[config.mk]
export PLATFORM = sky130hd
export DESIGN_NAME = etpis_top
export DESIGN_NICKNAME = d
export VERILOG_FILES = /design/src/etpis_pkg.sv /design/src/etpis_top.sv
export SDC_FILE = /design/constraint.sdc
export NUM_CORES = 1
export LEC_CHECK = 0
export BUFFER_PORTS_ARGS = -buffer_cell sky130_fd_sc_hd__buf_2
export CAP_MARGIN = 20
export CELL_PAD_IN_SITES_DETAIL_PLACEMENT = 0
export CELL_PAD_IN_SITES_GLOBAL_PLACEMENT = 2
export CORE_MARGIN = 5
export CORE_UTILIZATION = 50
export DETAILED_ROUTE_END_ITERATION = 10
export PLACE_DENSITY_LB_ADDON = 0.1
export SETUP_SLACK_MARGIN = 0.2
export SLEW_MARGIN = 40
export SYNTH_ARGS = -nofsm -noshare
export SYNTH_HDL_FRONTEND = slang
export SYNTH_SLANG_ARGS = --single-unit
[constraint.sdc]
create_clock -name ref_clk_i -period 8.6 [get_ports ref_clk_i]
set_input_delay 0 -clock ref_clk_i [delete_from_list [all_inputs] [get_ports ref_clk_i]]
set_output_delay 0 -clock ref_clk_i [all_outputs]
set_load 0.03 [all_outputs]
[src/etpis_pkg.sv]
package etpis_pkg;
  localparam int unsigned ADDR_W = 4;
  localparam int unsigned DATA_W = 8;
  localparam int unsigned PC_W = 21;
  localparam int unsigned STK_DEPTH = 31;
  localparam int unsigned SP_W = 5;
  localparam int unsigned NEXT = 3;
  localparam int unsigned NCHG = 4;

  localparam logic [ADDR_W-1:0] ADDR_RST_CTL = 4'h0;
  localparam logic [ADDR_W-1:0] ADDR_CTLA = 4'h1;
  localparam logic [ADDR_W-1:0] ADDR_CTLB = 4'h2;
  localparam logic [ADDR_W-1:0] ADDR_CTLC = 4'h3;
  localparam logic [ADDR_W-1:0] ADDR_TCTL = 4'h4;
  localparam logic [ADDR_W-1:0] ADDR_TLO = 4'h5;
  localparam logic [ADDR_W-1:0] ADDR_THI = 4'h6;
  localparam logic [ADDR_W-1:0] ADDR_PORT = 4'h7;

  // reset_control_reg fields
  localparam int unsigned RC_PRIO_EN = 7;
  localparam int unsigned RC_RSVD_HI = 6;
  localparam int unsigned RC_RSVD_LO = 5;
  localparam int unsigned RC_RST_INSTR = 4;
  localparam int unsigned RC_WDT_TMO = 3;
  localparam int unsigned RC_PWR_DOWN = 2;
  localparam int unsigned RC_POR = 1;
  localparam int unsigned RC_BROWNOUT = 0;
  localparam logic [DATA_W-1:0] RC_RST = 8'h1c;

  // irq_control_a fields
  localparam int unsigned CA_GIEH = 7;
  localparam int unsigned CA_GIEL = 6;
  localparam int unsigned CA_TOIE = 5;
  localparam int unsigned CA_E0IE = 4;
  localparam int unsigned CA_PCIE = 3;
  localparam int unsigned CA_TOIF = 2;
  localparam int unsigned CA_E0IF = 1;
  localparam int unsigned CA_PCIF = 0;

  // irq_control_b fields
  localparam int unsigned CB_EDG0 = 7;
  localparam int unsigned CB_EDG1 = 6;
  localparam int unsigned CB_EDG2 = 5;
  localparam int unsigned CB_TOIP = 2;
  localparam int unsigned CB_PCIP = 0;
  localparam logic [DATA_W-1:0] CB_RST = 8'he5;

  // irq_control_c fields
  localparam int unsigned CC_E2IP = 7;
  localparam int unsigned CC_E1IP = 6;
  localparam int unsigned CC_E2IE = 4;
  localparam int unsigned CC_E1IE = 3;
  localparam int unsigned CC_E2IF = 1;
  localparam int unsigned CC_E1IF = 0;
  localparam logic [DATA_W-1:0] CC_RST = 8'hc0;

  // Timer control fields
  localparam int unsigned TC_ON = 7;
  localparam int unsigned TC_8BIT = 6;
  localparam logic [DATA_W-1:0] TC_RST = 8'h40;
endpackage

[src/etpis_top.sv]
`timescale 1ns/1ps
// Behaviour
// RULE_01 - Reset control register: reset cause, priority enable
// RULE_02 - Layout: priority enable, reset-cause flags
// RULE_03 - Enable one: two levels; zero: single level
// RULE_04 - Bits six and five read zero
// RULE_05 - External pins trigger on edges only
// RULE_06 - Edge select one rising, zero falling
// RULE_07 - Valid edge sets that pin's flag
// RULE_08 - Cleared enable disables external interrupt
// RULE_09 - Software clears flag before re-enabling
// RULE_10 - Enabled external interrupt wakes idle/sleep
// RULE_11 - After wake, vector if global enable set
// RULE_12 - Pin1/pin2 priority from control C bits
// RULE_13 - Pin zero always high priority
// RULE_14 - 8-bit timer all-ones to zero sets flag
// RULE_15 - 16-bit timer wrap sets same flag
// RULE_16 - Timer enable A bit5, priority B bit2
// RULE_17 - Change on four port pins sets flag
// RULE_18 - Port enable A bit3, priority B bit0
// RULE_19 - Entry pushes return PC on stack
// RULE_20 - Entry shadows working, status, bank regs
// RULE_21 - Without fast return software saves context
// RULE_22 - Flags sticky; request while flag and enable
module etpis_top
  import etpis_pkg::*;
(
  input wire logic ref_clk_i,
  input wire logic sys_rst_i,
  input wire logic ce_i,
  input wire logic [ADDR_W-1:0] addr_i,
  input wire logic [DATA_W-1:0] wdata_i,
  input wire logic wr_i,
  input wire logic rd_i,
  input wire logic [NEXT-1:0] ext_irq_pin_i,
  input wire logic [NCHG-1:0] change_port_i,
  input wire logic sleep_i,
  input wire logic wdt_timeout_i,
  input wire logic reset_instr_i,
  input wire logic irq_entry_i,
  input wire logic irq_return_i,
  input wire logic fast_return_i,
  input wire logic [PC_W-1:0] return_pc_i,
  input wire logic [DATA_W-1:0] working_reg_i,
  input wire logic [DATA_W-1:0] status_reg_i,
  input wire logic [DATA_W-1:0] bank_select_reg_i,
  output logic [DATA_W-1:0] rd_data_o,
  output logic irq_high_o,
  output logic irq_low_o,
  output logic wake_o,
  output logic [PC_W-1:0] stack_top_o,
  output logic stack_full_o,
  output logic restore_valid_o,
  output logic [DATA_W-1:0] working_reg_o,
  output logic [DATA_W-1:0] status_reg_o,
  output logic [DATA_W-1:0] bank_select_reg_o
);

  logic [DATA_W-1:0] rst_ctl_r;
  logic [DATA_W-1:0] ctla_r;
  logic [DATA_W-1:0] ctlb_r;
  logic [DATA_W-1:0] ctlc_r;
  logic [DATA_W-1:0] tctl_r;
  logic [DATA_W-1:0] tlo_r;
  logic [DATA_W-1:0] thi_r;
  logic [NEXT-1:0] pin_prev_r;
  logic [NCHG-1:0] port_prev_r;
  logic sleep_prev_r;
  logic pin_seen_r;
  logic [NEXT-1:0] wake_en_r;
  logic [PC_W-1:0] stack_mem [0:STK_DEPTH-1];
  logic [SP_W-1:0] sp_r;

  logic wr_rst_ctl;
  logic wr_ctla;
  logic wr_ctlb;
  logic wr_ctlc;
  logic wr_tctl;
  logic wr_tlo;
  logic wr_thi;
  logic [NEXT-1:0] edge_sel;
  logic [NEXT-1:0] ext_edge;
  logic [NEXT-1:0] ext_flag;
  logic [NEXT-1:0] ext_en;
  logic port_change;
  logic tmr_ovf;
  logic [DATA_W-1:0] rd_nxt;
  logic [NEXT-1:0] req_ext;
  logic req_tmr;
  logic req_port;
  logic any_high;
  logic any_low;
  logic stk_push;
  logic stk_pop;

  always_comb begin
    wr_rst_ctl = 1'b0;
    wr_ctla = 1'b0;
    wr_ctlb = 1'b0;
    wr_ctlc = 1'b0;
    wr_tctl = 1'b0;
    wr_tlo = 1'b0;
    wr_thi = 1'b0;
    if (!wr_i) begin
      wr_rst_ctl = 1'b0;
    end else if (addr_i == ADDR_RST_CTL) begin
      wr_rst_ctl = 1'b1;
    end else if (addr_i == ADDR_CTLA) begin
      wr_ctla = 1'b1;
    end else if (addr_i == ADDR_CTLB) begin
      wr_ctlb = 1'b1;
    end else if (addr_i == ADDR_CTLC) begin
      wr_ctlc = 1'b1;
    end else if (addr_i == ADDR_TCTL) begin
      wr_tctl = 1'b1;
    end else if (addr_i == ADDR_TLO) begin
      wr_tlo = 1'b1;
    end else if (addr_i == ADDR_THI) begin
      wr_thi = 1'b1;
    end
  end

  // Edge detection against the previous sample, so a held level never retriggers
  assign edge_sel = {ctlb_r[CB_EDG2], ctlb_r[CB_EDG1], ctlb_r[CB_EDG0]};
  // No edge before the first sample: pins may idle at either level
  assign ext_edge = {NEXT{pin_seen_r}}
                  & ((ext_irq_pin_i & ~pin_prev_r & edge_sel)       // [RULE_05] [RULE_06]
                  | (~ext_irq_pin_i & pin_prev_r & ~edge_sel));     // [RULE_05] [RULE_06]
  assign ext_flag = {ctlc_r[CC_E2IF], ctlc_r[CC_E1IF], ctla_r[CA_E0IF]};
  assign ext_en = {ctlc_r[CC_E2IE], ctlc_r[CC_E1IE], ctla_r[CA_E0IE]};
  assign port_change = pin_seen_r & (|(change_port_i ^ port_prev_r)); // [RULE_17]

  always_comb begin
    tmr_ovf = 1'b0;
    if (tctl_r[TC_ON]) begin
      if (tctl_r[TC_8BIT]) begin
        tmr_ovf = &tlo_r; // [RULE_14]
      end else begin
        tmr_ovf = &{thi_r, tlo_r}; // [RULE_15]
      end
    end
  end

  always_ff @(posedge ref_clk_i or posedge sys_rst_i) begin
    if (sys_rst_i) begin
      pin_prev_r <= '0;
      port_prev_r <= '0;
      sleep_prev_r <= 1'b0;
      pin_seen_r <= 1'b0;
    end else if (ce_i) begin
      pin_seen_r <= 1'b1;
      pin_prev_r <= ext_irq_pin_i;
      port_prev_r <= change_port_i;
      sleep_prev_r <= sleep_i;
    end
  end

  // Reset cause: watchdog and power-down flags are hardware-only
  always_ff @(posedge ref_clk_i or posedge sys_rst_i) begin
    if (sys_rst_i) begin
      rst_ctl_r <= RC_RST; // [RULE_01] [RULE_02]
    end else if (ce_i) begin
      if (wr_rst_ctl) begin
        rst_ctl_r[RC_PRIO_EN] <= wdata_i[RC_PRIO_EN]; // [RULE_02]
        rst_ctl_r[RC_RST_INSTR] <= wdata_i[RC_RST_INSTR];
        rst_ctl_r[RC_POR] <= wdata_i[RC_POR];
        rst_ctl_r[RC_BROWNOUT] <= wdata_i[RC_BROWNOUT];
      end
      if (reset_instr_i) begin
        rst_ctl_r[RC_RST_INSTR] <= 1'b0;
      end
      if (wdt_timeout_i) begin
        rst_ctl_r[RC_WDT_TMO] <= 1'b0;
      end
      if (sleep_i && !sleep_prev_r) begin
        rst_ctl_r[RC_PWR_DOWN] <= 1'b0;
      end
    end
  end

  // Hardware set wins over a software clear in the same cycle
  always_ff @(posedge ref_clk_i or posedge sys_rst_i) begin
    if (sys_rst_i) begin
      ctla_r <= '0;
    end else if (ce_i) begin
      if (wr_ctla) begin
        ctla_r <= wdata_i;
      end
      if (tmr_ovf) begin
        ctla_r[CA_TOIF] <= 1'b1; // [RULE_14] [RULE_15] [RULE_22]
      end
      if (ext_edge[0]) begin
        ctla_r[CA_E0IF] <= 1'b1; // [RULE_07] [RULE_22]
      end
      if (port_change) begin
        ctla_r[CA_PCIF] <= 1'b1; // [RULE_17] [RULE_22]
      end
    end
  end

  always_ff @(posedge ref_clk_i or posedge sys_rst_i) begin
    if (sys_rst_i) begin
      ctlb_r <= CB_RST;
    end else if (ce_i && wr_ctlb) begin
      ctlb_r <= wdata_i;
    end
  end

  always_ff @(posedge ref_clk_i or posedge sys_rst_i) begin
    if (sys_rst_i) begin
      ctlc_r <= CC_RST;
    end else if (ce_i) begin
      if (wr_ctlc) begin
        ctlc_r <= wdata_i;
      end
      if (ext_edge[1]) begin
        ctlc_r[CC_E1IF] <= 1'b1; // [RULE_07] [RULE_22]
      end
      if (ext_edge[2]) begin
        ctlc_r[CC_E2IF] <= 1'b1; // [RULE_07] [RULE_22]
      end
    end
  end

  always_ff @(posedge ref_clk_i or posedge sys_rst_i) begin
    if (sys_rst_i) begin
      tctl_r <= TC_RST;
    end else if (ce_i && wr_tctl) begin
      tctl_r <= wdata_i;
    end
  end

  // Counter advances every enabled clock while TC_ON is set; a software write takes precedence
  always_ff @(posedge ref_clk_i or posedge sys_rst_i) begin
    if (sys_rst_i) begin
      tlo_r <= '0;
      thi_r <= '0;
    end else if (ce_i) begin
      if (tctl_r[TC_ON]) begin
        tlo_r <= tlo_r + 8'h01;
        if (!tctl_r[TC_8BIT] && (&tlo_r)) begin
          thi_r <= thi_r + 8'h01;
        end
      end
      if (wr_tlo) begin
        tlo_r <= wdata_i;
      end
      if (wr_thi) begin
        thi_r <= wdata_i;
      end
    end
  end

  always_comb begin
    rd_nxt = '0;
    if (!rd_i) begin
      rd_nxt = '0;
    end else if (addr_i == ADDR_RST_CTL) begin
      rd_nxt = rst_ctl_r; // [RULE_01]
      rd_nxt[RC_RSVD_HI:RC_RSVD_LO] = '0; // [RULE_04]
    end else if (addr_i == ADDR_CTLA) begin
      rd_nxt = ctla_r;
    end else if (addr_i == ADDR_CTLB) begin
      rd_nxt = ctlb_r;
    end else if (addr_i == ADDR_CTLC) begin
      rd_nxt = ctlc_r;
    end else if (addr_i == ADDR_TCTL) begin
      rd_nxt = tctl_r;
    end else if (addr_i == ADDR_TLO) begin
      rd_nxt = tlo_r;
    end else if (addr_i == ADDR_THI) begin
      rd_nxt = thi_r;
    end else if (addr_i == ADDR_PORT) begin
      rd_nxt = {{(DATA_W-NCHG){1'b0}}, change_port_i};
    end
  end

  always_ff @(posedge ref_clk_i or posedge sys_rst_i) begin
    if (sys_rst_i) begin
      rd_data_o <= '0;
    end else if (ce_i) begin
      rd_data_o <= rd_nxt;
    end
  end

  // Requests and their priority classes
  assign req_ext = ext_flag & ext_en; // [RULE_08] [RULE_22]
  assign req_tmr = ctla_r[CA_TOIF] & ctla_r[CA_TOIE]; // [RULE_16] [RULE_22]
  assign req_port = ctla_r[CA_PCIF] & ctla_r[CA_PCIE]; // [RULE_18] [RULE_22]
  assign any_high = req_ext[0]                          // [RULE_13]
                  | (req_ext[1] & ctlc_r[CC_E1IP])      // [RULE_12]
                  | (req_ext[2] & ctlc_r[CC_E2IP])      // [RULE_12]
                  | (req_tmr & ctlb_r[CB_TOIP])         // [RULE_16]
                  | (req_port & ctlb_r[CB_PCIP]);       // [RULE_18]
  assign any_low = (req_ext[1] & ~ctlc_r[CC_E1IP])
                 | (req_ext[2] & ~ctlc_r[CC_E2IP])
                 | (req_tmr & ~ctlb_r[CB_TOIP])
                 | (req_port & ~ctlb_r[CB_PCIP]);

  // Single-level mode sends every source to the high vector under one enable
  always_ff @(posedge ref_clk_i or posedge sys_rst_i) begin
    if (sys_rst_i) begin
      irq_high_o <= 1'b0;
      irq_low_o <= 1'b0;
    end else if (ce_i) begin
      if (rst_ctl_r[RC_PRIO_EN]) begin
        irq_high_o <= ctla_r[CA_GIEH] & any_high; // [RULE_03] [RULE_11]
        irq_low_o <= ctla_r[CA_GIEH] & ctla_r[CA_GIEL] & any_low; // [RULE_03]
      end else begin
        irq_high_o <= ctla_r[CA_GIEH] & (any_high | any_low); // [RULE_03] [RULE_11]
        irq_low_o <= 1'b0; // [RULE_03]
      end
    end
  end

  // Wake needs the enable as it stood when sleep began
  always_ff @(posedge ref_clk_i or posedge sys_rst_i) begin
    if (sys_rst_i) begin
      wake_en_r <= '0;
      wake_o <= 1'b0;
    end else if (ce_i) begin
      if (sleep_i && !sleep_prev_r) begin
        wake_en_r <= ext_en; // [RULE_10]
      end
      wake_o <= sleep_i & sleep_prev_r & |(ext_flag & wake_en_r); // [RULE_10]
    end
  end

  // Context save; a push onto a full stack is dropped
  assign stk_push = irq_entry_i && (sp_r != SP_W'(STK_DEPTH));
  assign stk_pop = irq_return_i && !irq_entry_i && (sp_r != '0);

  always_ff @(posedge ref_clk_i) begin
    if (ce_i && stk_push) begin
      stack_mem[sp_r] <= return_pc_i; // [RULE_19]
    end
  end

  always_ff @(posedge ref_clk_i or posedge sys_rst_i) begin
    if (sys_rst_i) begin
      sp_r <= '0;
      stack_top_o <= '0;
      stack_full_o <= 1'b0;
    end else if (ce_i) begin
      if (stk_push) begin
        sp_r <= sp_r + SP_W'(1); // [RULE_19]
        stack_top_o <= return_pc_i; // [RULE_19]
        stack_full_o <= (sp_r == SP_W'(STK_DEPTH - 1));
      end else if (stk_pop) begin
        sp_r <= sp_r - SP_W'(1);
        stack_full_o <= 1'b0;
        if (sp_r >= SP_W'(2)) begin
          stack_top_o <= stack_mem[sp_r - SP_W'(2)];
        end else begin
          stack_top_o <= '0;
        end
      end
    end
  end

  always_ff @(posedge ref_clk_i or posedge sys_rst_i) begin
    if (sys_rst_i) begin
      working_reg_o <= '0;
      status_reg_o <= '0;
      bank_select_reg_o <= '0;
      restore_valid_o <= 1'b0;
    end else if (ce_i) begin
      restore_valid_o <= irq_return_i & fast_return_i & !irq_entry_i; // [RULE_20]
      if (irq_entry_i) begin
        working_reg_o <= working_reg_i; // [RULE_20]
        status_reg_o <= status_reg_i; // [RULE_20]
        bank_select_reg_o <= bank_select_reg_i; // [RULE_20]
      end
    end
  end

endmodule // etpis_top

Yosys cells after proc, flatten, opt, wreduce, memory -nomap -nowiden
Memory sizes are Yosys's and may differ from the RTL's.
Cells that the tools add are included.
W data, S select, Z words.
{"block": "totals", "mem_count": 1, "regBits": 129, "latch_bits": 0, "romBits": 0, "mem_bits_rw": 651, "elab_cells": 204}
{"memory": "stack_mem", "words": 31, "width": 21, "read_ports": 1, "rd_ports_with_merged_regs": 0, "write_ports": 1, "line_no": "etpis_top.sv:71", "rtl": "logic [PC_W-1:0] stack_mem [0:STK_DEPTH-1];"}
{"block": "classes", "bitwise": 43, "eq_ne": 9, "n_lt_le_gt_ge": 1, "mul": 0, "muxes": 71, "shifts": 0, "add_sub_neg": 5, "div": 0, "n_reduce_logical": 42}
{"operator": "$mux W8", "count": 13}
{"operator": "$mux W21", "count": 3}
{"operator": "$mux W1", "count": 50}
{"operator": "$reduce_and A2 Y1", "count": 14}
{"operator": "$and A3 B3 Y3", "count": 7}
{"operator": "$reduce_bool A2 Y1", "count": 10}
{"operator": "$and A1 B1 Y1", "count": 19}
{"operator": "$add A8 B1 Y8 const B", "count": 2}
{"operator": "$eq A4 B3 Y1 const B", "count": 4}
{"operator": "$reduce_and A16 Y1", "count": 1}
{"operator": "$mux W5", "count": 2}
{"operator": "$not A3 Y3", "count": 3}
{"operator": "$eq A4 B2 Y1 const B", "count": 2}
{"operator": "$logic_and A1 B1 Y1", "count": 8}
{"operator": "$or A1 B1 Y1", "count": 8}
{"operator": "$reduce_and A8 Y1", "count": 1}
{"operator": "$add A5 B1 Y5 const B", "count": 1}
{"operator": "$eq A5 B5 Y1 const B", "count": 1}
{"operator": "$ge A5 B2 Y1 const B", "count": 1}
{"operator": "$ne A5 B5 Y1 const B", "count": 1}
{"operator": "$reduce_bool A5 Y1", "count": 1}
{"operator": "$sub A5 B1 Y5 const B", "count": 1}
{"operator": "$sub A5 B2 Y5 const B", "count": 1}
{"operator": "$eq A4 B1 Y1 const B", "count": 1}
{"operator": "other kinds (11)", "count": 16}

Depth between registers and ports, before layout
Gate-level depths: netlist (run 1).
{"block": "logic_depth", "word_depth": 11, "mapped_depth": 14, "ltp_nobuf": 10}

Least setup slack after synthesis (run 1)
OpenSTA, ideal clock, no wires.
{"block": "synth_timing", "path_kind": "reg2reg", "startpoint": "register sp_r[1]", "endpoint": "memory stack_mem[30][0] (enable)", "path_stages_with_launch": 7, "setup_ns": 0.400, "period_less_slack_ns": 2.864, "n_path_buf": 4, "setup_slack_ns": 5.736, "t_arrival_ns": 2.464, "path_cell_list": "dfrtp_1 buf_2 buf_2 buf_1 buf_2 nand3_1 nor2_1"}
{"block": "synth_via", "elab_chain_cells": 5}
{"element": "start, declared", "line_no": "etpis_top.sv:72", "rtl": "logic [SP_W-1:0] sp_r;"}
{"element": "start signal, assigned", "line_no": "etpis_top.sv:346", "rtl": "sp_r <= sp_r + SP_W'(1);"}
{"element": "start signal, assigned", "line_no": "etpis_top.sv:350", "rtl": "sp_r <= sp_r - SP_W'(1);"}
{"element": "$ne A5 B5 Y1", "line_no": "etpis_top.sv:330", "rtl": "assign stk_push = irq_entry_i && (sp_r != SP_W'(STK_DEPTH));"}
{"element": "$logic_and A1 B1 Y1", "line_no": "etpis_top.sv:330"}
{"element": "$logic_and A1 B1 Y1", "line_no": "etpis_top.sv:334", "rtl": "if (ce_i && stk_push) begin"}
{"element": "$mux W1", "line_no": "etpis_top.sv:334"}
{"element": "$mux W1 (not written as such)", "line_no": "etpis_top.sv:335", "rtl": "stack_mem[sp_r] <= return_pc_i;"}
{"element": "end, declared", "line_no": "etpis_top.sv:71"}
Parallel ways exist; a longest one is shown, timed or not.

Final worst setup path (run 1)
{"block": "layout_timing", "startpoint": "register sp_r[1]", "endpoint": "register stack_top_o[12]"}
{"block": "layout_via", "elab_chain_cells": 5, "elab_cells_between_ends": 12, "classes_between": "add/sub: 1; order compare: 1; eq/ne: 1; mux: 3; reduce/logical: 5; memory: 1"}
{"element": "$sub A5 B2 Y5", "line_no": "etpis_top.sv:353", "rtl": "stack_top_o <= stack_mem[sp_r - SP_W'(2)];"}
{"element": "$mem_v2 Z31 W21"}
{"element": "$mux W21", "line_no": "etpis_top.sv:352", "rtl": "if (sp_r >= SP_W'(2)) begin"}
{"element": "$mux W21", "line_no": "etpis_top.sv:349", "rtl": "end else if (stk_pop) begin"}
{"element": "$mux W21", "line_no": "etpis_top.sv:345", "rtl": "if (stk_push) begin"}
{"element": "end signal, assigned", "line_no": "etpis_top.sv:347", "rtl": "stack_top_o <= return_pc_i;"}
{"element": "end signal, assigned", "line_no": "etpis_top.sv:353"}
{"element": "end, declared", "line_no": "etpis_top.sv:51", "rtl": "output logic [PC_W-1:0] stack_top_o,"}
Parallel ways exist; a longest one is shown, timed or not. The select of a mux whose other input is x is not followed.
A chain may end at the register's enable or synchronous reset.

==> results of run 1 <==
-- cell type report --
type	count	area [um2]	share of cell area (%)
Clock buffer	113	2227	6.111
Multi-Input combinational cell	919	8139	22.33
Tap cell	837	1047	2.874
Timing Repair Buffer	253	1773	4.865
Inverter	19	76.32	0.2094
Clock inverter	34	382.9	1.051
Sequential cell	780	22800	62.56
-- registers in the layout, indices dropped and copies added, names as in the netlist, 5 cells and up --
name / flops
stack_mem: 651
stack_top_o: 21
bank_select_reg_o: 8
ctla_r: 8
ctlb_r: 8
ctlc_r: 8
rd_data_o: 8
status_reg_o: 8
tctl_r: 8
thi_r: 8
tlo_r: 8
working_reg_o: 8
rst_ctl_r: 6
sp_r: 5
-- cells in the final DEF, fill, tap and decap left out, types with 9 or more instances in the layout --
| master | instances |
|---|---|
| mux2i_1 | 52 |
| and3_1 | 9 |
| o21ai_0 | 46 |
| nor3_1 | 12 |
| inv_1 | 17 |
| clkbuf_16 | 81 |
| a32oi_1 | 9 |
| nand2_1 | 166 |
| a221oi_1 | 9 |
| mux2_2 | 66 |
| mux4_2 | 136 |
| buf_4 | 42 |
| nor2_2 | 34 |
| nor2_1 | 71 |
| nor2b_1 | 9 |
| buf_2 | 132 |
| a31oi_1 | 14 |
| dfrtp_1 | 116 |
| edfxtp_1 | 651 |
| a21oi_1 | 58 |
| clkinv_1 | 13 |
| nand3_1 | 78 |
| nand4_1 | 21 |
| dfstp_2 | 11 |
| dlygate4sd3_1 | 74 |
| clkbuf_1 | 24 |
-- critical path: stages, from the launching register on --
cell	delay, ps
dfrtp_4	930
inv_1	330
ha_2	350
xor2_4	160
buf_4	610
nand2_1	390
o311ai_0	760
nor2_1	80
nand4_1	120
a21oi_1	70
-- metal layers --
metal  up-vias  part of all wire (%)
li1       7676                     -
met1      9159                    43
met2       633                    48
met3       128                   6.8
met4         0                   2.3
met5         -                     0
-- worst paths after layout --
check / from / endpoint / slack (ps) / depth (start not counted)
setup / recovery: sp_r[1] / stack_top_o[12] / 4600 / 9
hold / removal: sys_rst_i / status_reg_o[6] / 10 / 3
setup reg to reg: sp_r[1] / stack_top_o[12] / 4600 / 9
hold reg to reg: wake_en_r[1] / wake_en_r[1] / 480 / 2
max in group asynchronous: sys_rst_i / pin_seen_r / 7450 / 4
min in group ref_clk_i: wdt_timeout_i / rst_ctl_r[3] / 80 / 3
-- where the power goes --
group	switching, uW	total (uW)	internal [uW]
clock	1420	3440	2020
combinational	2000	3280	1280
sequential	239	4570	4330
total	3660	11300	7640
-- metrics by stage --
stage	power (uW)	hold slack [ps]	instances	cell area (um2)	worst slack, ps
floorplan	6889	70.42	1815	31400	5177
global placement	7901	139.2	2734	33050	4437
detailed placement	7926	144.5	2734	33090	4637
CTS	11400	25.52	2955	36440	4615
global route	11800	72.51	2955	36440	4300
finish	11300	10.53	2955	36440	4596
-- timing repair --
action                    CTS  global route
hold buffers               74             0
buffers inserted            0             0
hold endpoints to repair  825             0
-- kinds of logic after synthesis --
| logic type | share of synthesized area (%) |
|---|---|
| flops | 72.59 |
| simple gates | 6.002 |
| mux | 14.28 |
| compound gates | 4.504 |
| buf+inv | 1.897 |
| xor+xnor | 0.4185 |
| fa+ha+maj | 0.3029 |
==> impl_metrics.tcl, run 1 <==
set metrics [dict create \
    status "finished clean" \
    synth_area_um2 31400 \
    overflow 0 \
    synth.most_common_cell "edfxtp_1" \
    synth.net_count 1897 \
    yosysTopAreaCellShare_pct 62.27 \
    endpoint_kind "flip-flop" \
    drt_iter0_drc 1522 \
    syn_inst 1815 \
    die_width_um 260.6 \
    synth_common_cells "651 x edfxtp_1, 166 x nand2_1, 136 x mux4_2" \
    fin_skew_ps 25.68 \
    grt_util_met3_pct 4.431 \
    required_ps 9120 \
    vias 17600 \
    cts_buffer_depth 3 \
    grt_pass1_vias 17670 \
    critPathKind "flip-flop to flip-flop" \
    yosys_register_bits 780 \
    yosysSeqAreaShare_pct 72.59 \
    cp_max_fo 56 \
    vias_per_cell 5.955 \
    wl_mm 79.35 \
    final_max_slew_viol_count 0 \
    drive_gt1_share_pct 26.06 \
    irDropWorstVdd_uv 383.7 \
    drc 0 \
    synth_flop_cell "edfxtp_1" \
    power_density_nw_per_um2 309.9 \
    fmax_mhz 249.8 \
    setup_tns_ps 0 \
    cp-start-kind "flip-flop" \
    fin_crit_ps 4004 \
    yosys-top-cells-area "edfxtp_1 62%, mux4_2 9.8%, dfrtp_1 9.4%" \
    dp_hpwl_mm 46.93 \
    leakage_uw 0.01258 \
    finalCritPeriodShare_pct 46.55 \
    initial_utilization_pct 50.69 \
    clock_latency_ps 630 \
    area_delta_synth_final_pct 16.08 \
    grt_pass1_wl_mm 117.3 \
    n_antenna_cell 0 \
    final_antenna_net_count 0 \
    nets 2136 \
    path_clk_slew_ps 60 \
    cts.sinks 780 \
    post-route-util_pct 58.84 \
    h-tree-depth 3 \
    core-area_um2 61940 \
    rows 91 \
    grt_antenna_before_repair 0 \
    setup_viol 0 \
    yosysTopAreaCell "edfxtp_1" \
    wire_per_inst_um 26.85 \
    tightest_slew_ps 849.1 \
    min_path_type "input pin to asynchronous set/reset pin" \
    die_y_um 260.6 \
    timing.slew.headroom_pct 43.12 \
    grt_use_total_pct 23.43 \
    synth-edff-count 651 \
    die_area_um2 67900 \
    synth.avg_cell_area_um2 17.30 \
    finalHoldViolCount 0 \
    yosysWarnings 0 \
    yosysUniqueCellTypes 64 \
    cap_viol_max_count 0 \
    grt-busiest-layer "met2" \
    globalplace.congestion 0.8175 \
    use_met1_pct 33.55 \
    cts-buffers-inserted 81 \
    ios 133 \
    async_flop_share_pct 16.54 \
    dr.pass1.iters 5 \
    grt_max_degree 74 \
    rsz0062_at_grt "false" \
    post_cts_resized 0 \
    gr-usage-met2_pct 37.97 \
    portBuffers 132 \
    fill_cells 4686 \
    cts_tree "done" \
    ctsRootBufferMaster "clkbuf_16" \
    arrival_ps 4520 \
]
Power figures use the tool's default switching activity.
==> run 2: changes to the inputs <==
CORE_UTILIZATION = 47   (was 50)
clock period = 3.7 ns   (was 8.6 ns; I/O delays follow)
==> impl_metrics.tcl, run 2 (synthesis results as in run 1) <==
set metrics [dict create \
    h-tree-depth 3 \
    grt_pass1_wl_mm 119.8 \
    vias_per_cell 5.889 \
    core-area_um2 65980 \
    finalHoldViolCount 0 \
    dp_hpwl_mm 48.98 \
    grt_antenna_before_repair 1 \
    cp-start-kind "flip-flop" \
    ios 133 \
    area_delta_synth_final_pct 17.80 \
    initial_utilization_pct 47.58 \
    cts.sinks 780 \
    final_antenna_net_count 0 \
    path_clk_slew_ps 60 \
    layout_commonest_cell "edfxtp_1" \
    fill_cells 5111 \
    reg.largest.list "stack_mem (651), stack_top_o (21)" \
    die_width_um 268.5 \
    min_path_type "input pin to asynchronous set/reset pin" \
    post_cts_resized 0 \
    cts_buffer_depth 3 \
    cts_hold_buf 72 \
    seq_area_um2 22800 \
    cts-buffers-inserted 83 \
    critPathKind "flip-flop to flip-flop" \
    final_cell_mix "651 x edfxtp_1, 166 x nand2_1, 136 x mux4_2" \
    dr.pass1.iters 5 \
    r2r_start "sp_r[1]" \
    largest_reg_flops 651 \
    tightest_slew_ps 802.6 \
    globalplace.congestion 0.8110 \
    drc 0 \
    status "finished clean" \
    clock_latency_ps 650 \
    ctsRootBufferMaster "clkbuf_16" \
    cts_tree "done" \
    wire_per_inst_um 27.27 \
    rsz0062_at_grt "false" \
    final_max_slew_viol_count 0 \
    total_power_uw 27030 \
    required_ps 4200 \
    grt_use_total_pct 22.58 \
    fin_crit_ps 3168 \
    final_cells 3005 \
    die_y_um 268.5 \
    cp_max_fo 44 \
    portBuffers 132 \
    endpoint_kind "flip-flop" \
    wl_mm 81.94 \
    arrival_ps 3670 \
    drive_gt1_share_pct 27.24 \
    grt_pass1_vias 17680 \
    finalWorstSetupSlack_ps 532.2 \
    top_register "stack_mem" \
    dp_slack_ps 540.4 \
    placed_cells 2782 \
    grt_max_degree 91 \
    fin_skew_ps 16.60 \
    setup_viol 0 \
    vias 17700 \
    placed_area_um2 33480 \
    overflow 0 \
    timing.slew.headroom_pct 46.49 \
    setup_tns_ps 0 \
    power_density_nw_per_um2 730.9 \
    irDropWorstVdd_uv 577.1 \
    multiInputGateArea_um2 8137 \
    fmax_mhz 315.7 \
    post-cts-setup-buffers 0 \
    cap_viol_max_count 0 \
    drt_iter0_drc 1608 \
    leakage_uw 0.01281 \
    stdcell_area_um2 36980 \
    rows 94 \
    startpoint "sp_r[1]" \
    nets 2157 \
    die_area_um2 72070 \
    finalCritPeriodShare_pct 85.62 \
]
-- run 2: path summary, 6_finish.rpt --
kind                                         to  slack [ps]  cells past startpoint
max                              stack_top_o[9]         530                      6
min                        bank_select_reg_o[2]          50                      3
max reg2reg                      stack_top_o[9]         530                      6
min reg2reg                        rst_ctl_r[3]         480                      1
max in group asynchronous             ctlb_r[5]        2770                      4
min in group ref_clk_i             rst_ctl_r[3]          50                      3
-- run 2: critical path, stage by stage, from the launching register on --
cell and delay (ps):
dfrtp_4 530, buf_4 530, buf_4 630, mux4_2 420
mux4_2 500, a22oi_1 230, nand3_1 110
-- run 2: per-layer routing --
| metal | global-route usage [%] | vias up | part of all wire, % |
|---|---|---|---|
| li1 | - | 7733 | - |
| met1 | 32.64 | 9270 | 43 |
| met2 | 36.52 | 574 | 48 |
| met3 | 4.261 | 120 | 6.5 |
| met4 | 4.999 | 0 | 2.0 |
| met5 | 0 | - | 0 |
-- run 2: power by group --
| part | internal (uW) | switching (uW) | leakage (uW) |
|---|---|---|---|
| Combinational | 3210 | 4840 | 0.00405 |
| Clock | 4990 | 3450 | 0.00135 |
| Sequential | 10100 | 472 | 0.00742 |
-- run 2: final cells by class --
cell class / instances / area share [%]
flip-flops and latches: 780 / 61.64
multi-input cells: 919 / 22.00
clock buffers: 108 / 6.036
repair buffers: 272 / 5.701
well taps: 864 / 2.923
clock inverters: 42 / 1.475
inverters: 19 / 0.2131
diodes: 1 / 0.006766
-- run 2: stage by stage --
stage / utilization [%] / hold slack (ps)
final: 56.05 / 53.68
after global routing: 56.05 / 53.85
after global placement: 50.71 / 152.6
after CTS: 56.04 / 25.92
after floorplan: - / 70.42
after detailed placement: 50.74 / 165.3
